File: src/core/synth_ratio_consts.svh
`ifndef SYNTH_RATIO_CONSTS_SVH
`define SYNTH_RATIO_CONSTS_SVH

// byte addresses of the register bank (multi-byte fields are big endian)
`define ADDR_SYNTH0_FEC_RATIO      8'h54
`define ADDR_SYNTH1_BASE_RATE      8'h58
`define ADDR_SYNTH1_RATE_MULTIPLE  8'h5a
`define ADDR_SYNTH1_FEC_RATIO      8'h5c
`define ADDR_BANK_LAST             8'h5f

// reset values
`define RST_FEC_RATIO              32'h0001_0001
`define RST_SYNTH1_BASE_RATE       16'h61a8
`define RST_SYNTH1_RATE_MULTIPLE   16'h0c35
`define RST_FREQ_DIVISOR           16'h0001

// field positions inside a ratio word
`define RATIO_DIVISOR_LSB          0
`define RATIO_TOP_LSB              16

// fixed factor of the frequency formula
`define FREQ_FIXED_FACTOR          8'h10

`endif

File: src/core/synth_ratio_pkg.sv
package synth_ratio_pkg;
    typedef logic [7:0]  reg_addr_type;
    typedef logic [7:0]  reg_byte_type;
    typedef logic [15:0] half_word_type;
    typedef logic [31:0] ratio_word_type;
    typedef logic [63:0] freq_num_type;
endpackage

File: src/core/synth_freq_calc.sv
`timescale 1ns/1ps
`include "synth_ratio_consts.svh"

// synthesizer frequency numerator and divisor, registered
module synth_freq_calc
    import synth_ratio_pkg::*;
(
    // clock and reset
    input  wire logic          clk,
    input  wire logic          rst_n,
    // operands
    input  wire half_word_type base_rate_hertz,
    input  wire half_word_type rate_multiple_count,
    input  wire half_word_type ratio_top_value,
    input  wire half_word_type ratio_divisor,
    // result: frequency in hertz = freq_numer / freq_divisor
    output freq_num_type       freq_numer,
    output half_word_type      freq_divisor
);
    // kept as a fraction; a real divider would cost far more than it buys
    freq_num_type numer_d;

    always_comb
    begin
        numer_d = freq_num_type'(base_rate_hertz) * freq_num_type'(rate_multiple_count)
                  * freq_num_type'(`FREQ_FIXED_FACTOR) * freq_num_type'(ratio_top_value);
    end

    always_ff @(posedge clk or negedge rst_n)
    begin
        if (!rst_n)
        begin
            freq_numer   <= '0;
            freq_divisor <= `RST_FREQ_DIVISOR;
        end
        else
        begin
            freq_numer   <= numer_d;
            freq_divisor <= ratio_divisor;
        end
    end
endmodule

File: src/core/synth_ratio_regs.sv
// Behaviour
// synth0 ratio word: divisor low, top high
// frequency equals base*multiple*16*top/divisor
// host sets top and divisor to one; the bank stores any value and the testbench writes others
// synth1 base rate, reset 0x61a8
// host writes only supported base-rate codes
// synth1 rate multiple, reset 0x0c35
// host keeps frequency within 1-1.5 GHz
// equal frequencies only at 1.1 GHz up
// host splits around 1.25 GHz for equality
`timescale 1ns/1ps
`include "synth_ratio_consts.svh"

module synth_ratio_regs
    import synth_ratio_pkg::*;
(
    // clock and reset
    input  wire logic          clk,
    input  wire logic          arst_n,
    // byte-wide register port from the serial control engine
    input  wire logic          reg_wr_en,
    input  wire logic          reg_rd_en,
    input  wire reg_addr_type  reg_addr,
    input  wire reg_byte_type  reg_wr_data,
    output reg_byte_type       reg_rd_data,
    output logic               reg_rd_valid,
    // configuration toward the synthesizers
    output half_word_type      first_synth_ratio_divisor,
    output half_word_type      first_synth_ratio_top,
    output half_word_type      second_synth_base_rate,
    output half_word_type      second_synth_rate_multiple,
    output half_word_type      second_synth_ratio_divisor,
    output half_word_type      second_synth_ratio_top,
    // frequency of the second synthesizer as numerator over divisor
    output freq_num_type       second_synth_freq_numer,
    output half_word_type      second_synth_freq_divisor
);

    // ------------------------------------------------------------
    // reset release
    // ------------------------------------------------------------
    // asserts at once; release waits two edges so no flop sees it mid-edge
    logic rst_meta_q;
    logic rst_n_q;

    always_ff @(posedge clk or negedge arst_n)
    begin
        if (!arst_n)
        begin
            rst_meta_q <= 1'b0;
            rst_n_q    <= 1'b0;
        end
        else
        begin
            rst_meta_q <= 1'b1;
            rst_n_q    <= rst_meta_q;
        end
    end

    // ------------------------------------------------------------
    // register storage
    // ------------------------------------------------------------
    ratio_word_type synth0_fec_ratio_q;
    half_word_type  synth1_base_rate_q;
    half_word_type  synth1_rate_multiple_q;
    ratio_word_type synth1_fec_ratio_q;

    // byte lane within a field; lowest address holds the most significant byte
    function automatic logic [1:0] lane_of(input reg_addr_type a, input reg_addr_type base, input int unsigned nbytes);
        reg_addr_type off;
        off = a - base;
        lane_of = 2'(nbytes - 1 - int'(off));
    endfunction

    function automatic logic in_field(input reg_addr_type a, input reg_addr_type base, input int unsigned nbytes);
        in_field = (a >= base) && (int'(a) < int'(base) + int'(nbytes));
    endfunction

    // ------------------------------------------------------------
    // address decode
    // ------------------------------------------------------------
    // one decode serves writes and reads, so the two cannot disagree
    logic       hit_synth0_ratio;
    logic       hit_synth1_base;
    logic       hit_synth1_multiple;
    logic       hit_synth1_ratio;

    // byte lane of the addressed byte, 0 = least significant
    logic [1:0] lane_synth0_ratio;
    logic [1:0] lane_synth1_base;
    logic [1:0] lane_synth1_multiple;
    logic [1:0] lane_synth1_ratio;

    assign hit_synth0_ratio     = in_field(reg_addr, `ADDR_SYNTH0_FEC_RATIO, 4);
    assign hit_synth1_base      = in_field(reg_addr, `ADDR_SYNTH1_BASE_RATE, 2);
    assign hit_synth1_multiple  = in_field(reg_addr, `ADDR_SYNTH1_RATE_MULTIPLE, 2);
    assign hit_synth1_ratio     = in_field(reg_addr, `ADDR_SYNTH1_FEC_RATIO, 4);

    assign lane_synth0_ratio    = lane_of(reg_addr, `ADDR_SYNTH0_FEC_RATIO, 4);
    assign lane_synth1_base     = lane_of(reg_addr, `ADDR_SYNTH1_BASE_RATE, 2);
    assign lane_synth1_multiple = lane_of(reg_addr, `ADDR_SYNTH1_RATE_MULTIPLE, 2);
    assign lane_synth1_ratio    = lane_of(reg_addr, `ADDR_SYNTH1_FEC_RATIO, 4);

    always_ff @(posedge clk or negedge rst_n_q)
    begin
        if (!rst_n_q)
        begin
            synth0_fec_ratio_q <= `RST_FEC_RATIO;
        end
        else if (reg_wr_en && hit_synth0_ratio)
        begin
            synth0_fec_ratio_q[8*lane_synth0_ratio +: 8] <= reg_wr_data;
        end
    end

    always_ff @(posedge clk or negedge rst_n_q)
    begin
        if (!rst_n_q)
        begin
            synth1_base_rate_q <= `RST_SYNTH1_BASE_RATE;
        end
        else if (reg_wr_en && hit_synth1_base)
        begin
            // any code is stored; keeping to supported codes is software's job
            synth1_base_rate_q[8*lane_synth1_base +: 8] <= reg_wr_data;
        end
    end

    always_ff @(posedge clk or negedge rst_n_q)
    begin
        if (!rst_n_q)
        begin
            synth1_rate_multiple_q <= `RST_SYNTH1_RATE_MULTIPLE;
        end
        else if (reg_wr_en && hit_synth1_multiple)
        begin
            synth1_rate_multiple_q[8*lane_synth1_multiple +: 8] <= reg_wr_data;
        end
    end

    always_ff @(posedge clk or negedge rst_n_q)
    begin
        if (!rst_n_q)
        begin
            synth1_fec_ratio_q <= `RST_FEC_RATIO;
        end
        else if (reg_wr_en && hit_synth1_ratio)
        begin
            synth1_fec_ratio_q[8*lane_synth1_ratio +: 8] <= reg_wr_data;
        end
    end

    // ------------------------------------------------------------
    // read path
    // ------------------------------------------------------------
    reg_byte_type rd_data_d;

    always_comb
    begin
        rd_data_d = 8'h00; // unmapped bytes read zero
        if (hit_synth0_ratio)
        begin
            rd_data_d = synth0_fec_ratio_q[8*lane_synth0_ratio +: 8];
        end
        else if (hit_synth1_base)
        begin
            rd_data_d = synth1_base_rate_q[8*lane_synth1_base +: 8];
        end
        else if (hit_synth1_multiple)
        begin
            rd_data_d = synth1_rate_multiple_q[8*lane_synth1_multiple +: 8];
        end
        else if (hit_synth1_ratio)
        begin
            rd_data_d = synth1_fec_ratio_q[8*lane_synth1_ratio +: 8];
        end
    end

    always_ff @(posedge clk or negedge rst_n_q)
    begin
        if (!rst_n_q)
        begin
            reg_rd_data  <= 8'h00;
            reg_rd_valid <= 1'b0;
        end
        else
        begin
            reg_rd_valid <= reg_rd_en;
            // data holds between reads, so a late sampler still sees it
            if (reg_rd_en)
            begin
                reg_rd_data <= rd_data_d;
            end
        end
    end

    // ------------------------------------------------------------
    // field outputs
    // ------------------------------------------------------------
    // straight off the storage flops, no extra cycle
    assign first_synth_ratio_divisor  = synth0_fec_ratio_q[`RATIO_DIVISOR_LSB +: 16];
    assign first_synth_ratio_top      = synth0_fec_ratio_q[`RATIO_TOP_LSB +: 16];
    assign second_synth_base_rate     = synth1_base_rate_q;
    assign second_synth_rate_multiple = synth1_rate_multiple_q;
    assign second_synth_ratio_divisor = synth1_fec_ratio_q[`RATIO_DIVISOR_LSB +: 16];
    assign second_synth_ratio_top     = synth1_fec_ratio_q[`RATIO_TOP_LSB +: 16];

    // ------------------------------------------------------------
    // frequency of the second synthesizer
    // ------------------------------------------------------------
    synth_freq_calc synth_freq_calc_inst
    (
        .clk                 (clk),
        .rst_n               (rst_n_q),
        .base_rate_hertz     (synth1_base_rate_q),
        .rate_multiple_count (synth1_rate_multiple_q),
        .ratio_top_value     (synth1_fec_ratio_q[`RATIO_TOP_LSB +: 16]),
        .ratio_divisor       (synth1_fec_ratio_q[`RATIO_DIVISOR_LSB +: 16]),
        .freq_numer          (second_synth_freq_numer),
        .freq_divisor        (second_synth_freq_divisor)
    );

endmodule

File: config.mk
export PLATFORM = sky130hd
export DESIGN_NAME = synth_ratio_regs
export DESIGN_NICKNAME = d
export VERILOG_FILES = /design/src/core/synth_ratio_pkg.sv /design/src/core/synth_freq_calc.sv /design/src/core/synth_ratio_regs.sv
export VERILOG_INCLUDE_DIRS = /design/src /design/src/core
export SDC_FILE = /design/constraint.sdc
export NUM_CORES = 2
export LEC_CHECK = 0
export BUFFER_PORTS_ARGS = -buffer_cell sky130_fd_sc_hd__buf_2
export CORE_MARGIN = 8
export CORE_UTILIZATION = 30
export CTS_CLUSTER_DIAMETER = 100
export DETAILED_ROUTE_END_ITERATION = 10
export GPL_TIMING_DRIVEN = 0
export PLACE_DENSITY = 0.49
export REMOVE_ABC_BUFFERS = 1
export SLEW_MARGIN = 15
export SYNTH_ARGS = -nofsm -noshare
export SYNTH_HDL_FRONTEND = slang
export SYNTH_SLANG_ARGS = --single-unit
File: constraint.sdc
create_clock -name clk -period 4.8 [get_ports clk]
set_clock_uncertainty 0.1 [all_clocks]
set_input_delay 0.96 -clock clk [delete_from_list [all_inputs] [get_ports clk]]
set_output_delay 0.96 -clock clk [all_outputs]
set_load 0.005 [all_outputs]
==> flow_metrics.tcl <==
set metrics [dict create \
    status "finished, violations left" \
    violations "negative setup slack" \
    synth_top_family_by_area "adder cells" \
    rsz0062_at_grt "yes" \
    start_util_pct 30.2 \
    hold_viol_final 0 \
    synth_adder_area_share_pct 47.6 \
    yosys_warnings 0 \
    grt_pass1_vias 26800 \
    grt-ovfl-total 0 \
    synthMuxAreaShare_pct 2.24 \
    clk_pin_slew_ps 90 \
    wl_mm 103 \
    clock_tree.root_cell "clkbuf_16" \
    clockBufferDepth 2 \
    yosys_most_used_dff "dfrtp_1" \
    post_dp_cell_area_um2 34500 \
    hpwlAfterDp_mm 74.2 \
    slowest_stage "dfstp_4" \
    cp_max_fo 6 \
    n_fill_cell 10800 \
    yosys.area.top_type "fa_1" \
    drc_errors 0 \
    seq_area_um2 4420 \
    final_nets 4629 \
    maxCapViolations 0 \
    synthArstFlopShare_pct 100 \
    synth-compound-area-share_pct 7.84 \
    min_period_ps 11700 \
    synthTopCellsByArea "fa_1 39%, dfrtp_1 12%, ha_1 9.1%" \
    place.gp.congestion 0.819 \
    multi_input_area_um2 26000 \
    drt_iter0_markers 1232 \
    viasPerCell 4.84 \
    synth-edff-count 0 \
    cts_tree "built" \
    arrival_ps 11970 \
    synth_area_um2 31800 \
    fin_area_um2 38800 \
    crit_required_ps 5070 \
    critPathMostFrequentCell "fa_2" \
    tightest_slew_ps 1130 \
    place_ws_ps -8670 \
    grt_max_degree 49 \
    synth_xor_area_share_pct 1.71 \
    seq_area_frac_synth_pct 13.5 \
    setup_viol_count_final 44 \
    drtAntennaViolNets 0 \
    core_area_um2 105000 \
    p_leak_nw 18.3 \
    num_rows 119 \
    post-synth-top-count-cell "inv_1" \
    area_growth_pct 22.1 \
    crit_type "register to register" \
    hold_path_class "input port to async pin" \
    dieArea_um2 117000 \
    slew_headroom_pct 24.6 \
    cts.htree.levels 4 \
    peakVddDrop_v 0.000180 \
    slew_viol_final 0 \
    grt_pass1_wl_mm 160 \
    netlist.area_leader.share_pct 38.6 \
    die_h_um 341 \
    slowest_delay_ps 640 \
    io_pins 205 \
    dieWidth_um 341 \
    synth_seq_cells 171 \
    cts_buffers 17 \
    syn_avg_cell_area_um2 9.09 \
    antenna_found_initial 5 \
    period_share_pct 244 \
    netlist_instances 3494 \
    io_buffers 188 \
    drive_above_1_share_pct 22.6 \
    cp-end-kind "register" \
    ff2ff_setup_slack_ps -6900 \
    p_per_area_nw_per_um2 83.0 \
    dr.pass1.iters 5 \
    synthTopCellsByCount "645 x inv_1, 643 x nand2_1, 612 x fa_1" \
    wire_per_inst_um 19.8 \
    vias 25000 \
    worstSkewPairLatency_ps 510 \
    max_freq_ghz 0.0854 \
    synth_cell_types 70 \
    setup_slack_ps -6900 \
    synth_simple_gate_area_share_pct 16.7 \
    cp-start-kind "register" \
    grt_use_total_pct 17.5 \
    cts.sinks 171 \
]
## what timing repair did
item	in CTS	in global routing
gates resized for setup	330	116
hold buffers	0	0
buffers inserted	164	48
hold endpoints to repair	0	0
setup endpoints to repair	44	44
cloned	0	2
pin swaps	193	99
## layout make-up
class,count,share of cell area [%]
timing repair buffer,446,9.25
inverter,645,6.24
antenna,4,0.0258
multi-input combinational,2486,67.0
clock inverter,14,0.452
tap,1391,4.49
clock buffer,18,1.11
sequential,171,11.4
## power by group
| part | switching (mW) | internal [mW] |
|---|---|---|
| clock | 0.768 | 0.791 |
| combinational | 0.119 | 0.0562 |
| sequential | 0.0301 | 1.45 |
| total | 0.917 | 2.30 |
## layer usage
layer  global-route usage [%]  routed length, µm  up-vias
li1                         -                  -    11200
met1                     23.5              44700    13100
met2                     30.1              51000      585
met3                     2.15               4790      117
met4                     4.22               2070        0
met5                        0                  0        -
## state kept, by name, indices dropped and copies added, names as in the netlist
signal and cells:
synth_freq_calc_inst.freq_numer 48, synth_freq_calc_inst.freq_divisor 16, rst_meta_q 1, reg_rd_valid 1, second_synth_rate_multiple 16, rst_n_q 1
synth0_fec_ratio_q 32, second_synth_base_rate 16, synth1_fec_ratio_q 32, reg_rd_data 8
## layout by cell type, fill, tap and decap left out, types with 11 or more instances in the layout
master	count
nand2_1	631
inv_1	613
fa_1	579
and2_1	251
buf_2	189
ha_1	182
buf_4	174
o21ai_0	127
dfrtp_1	118
a21oi_1	44
a21o_1	43
ha_4	42
buf_12	36
fa_2	33
inv_2	32
nand2b_1	32
buf_6	31
nand3_1	30
a21oi_2	30
nor2_1	27
o21a_1	25
and3_1	24
dfrtp_2	22
xnor2_1	21
xor2_1	19
nand4_1	18
mux2_2	18
clkbuf_16	18
conb_1	17
mux4_2	16
mux2i_1	15
dfrtp_4	14
o21ai_2	13
o21ai_1	13
buf_8	12
nor2b_1	11
xnor2_2	11
nand3b_1	11
dfstp_4	11
## critical path: cells and delay by family, from the launching register on
kind	cells	cell delay, ps
XOR/XNOR	1	170
buffers and inverters	7	620
flip-flops	1	640
multiplexers	1	280
adder cells (fa/ha/maj)	14	6540
AND/OR/NAND/NOR	6	1260
AO/OA/AOI/OAI	7	1950
## cell families (layout without fill, tap and decap cells)
group / after synthesis / in the layout
AO/OA/AOI/OAI: 397 / 397
XOR/XNOR: 62 / 62
adder cells (fa/ha/maj): 842 / 842
buffers and inverters: 852 / 1123
flip-flops: 171 / 171
multiplexers: 49 / 49
other: 2 / 21
AND/OR/NAND/NOR: 1119 / 1119
## worst paths after layout
| check | from | to | cells after the start |
|---|---|---|---|
| setup / recovery | second_synth_rate_multiple[5]$_DFFE_PN1P_ | synth_freq_calc_inst.freq_numer[49]$_DFF_PN0_ | 36 |
| setup reg to reg | second_synth_rate_multiple[5]$_DFFE_PN1P_ | synth_freq_calc_inst.freq_numer[49]$_DFF_PN0_ | 36 |
| min in group clk | rst_meta_q$_DFF_PN0_ | rst_n_q$_DFF_PN0_ | 0 |
| max in group asynchronous | rst_n_q$_DFF_PN0_ | synth_freq_calc_inst.freq_numer[18]$_DFF_PN0_ | 2 |
| hold / removal | arst_n | rst_n_q$_DFF_PN0_ | 1 |
| hold reg to reg | rst_n_q$_DFF_PN0_ | synth0_fec_ratio_q[29]$_DFFE_PN0P_ | 0 |
## per-stage QoR
stage | hold WS (ps) | utilization (%) | std cells | power (mW) | TNS, ps
final | 136 | 36.9 | 5175 | 3.22 | -240580
after global routing | 107 | 36.9 | 5171 | 3.34 | -254390
after CTS | 87.8 | 36.1 | 5121 | 3.28 | -239330
after detailed placement | 245 | 32.9 | 4925 | 1.68 | -292870
after global placement | 238 | 32.0 | 4881 | 1.67 | -813260
after floorplan | 231 | - | 3302 | 1.57 | -295120
Note: power is estimated with default switching activity, not from simulation.
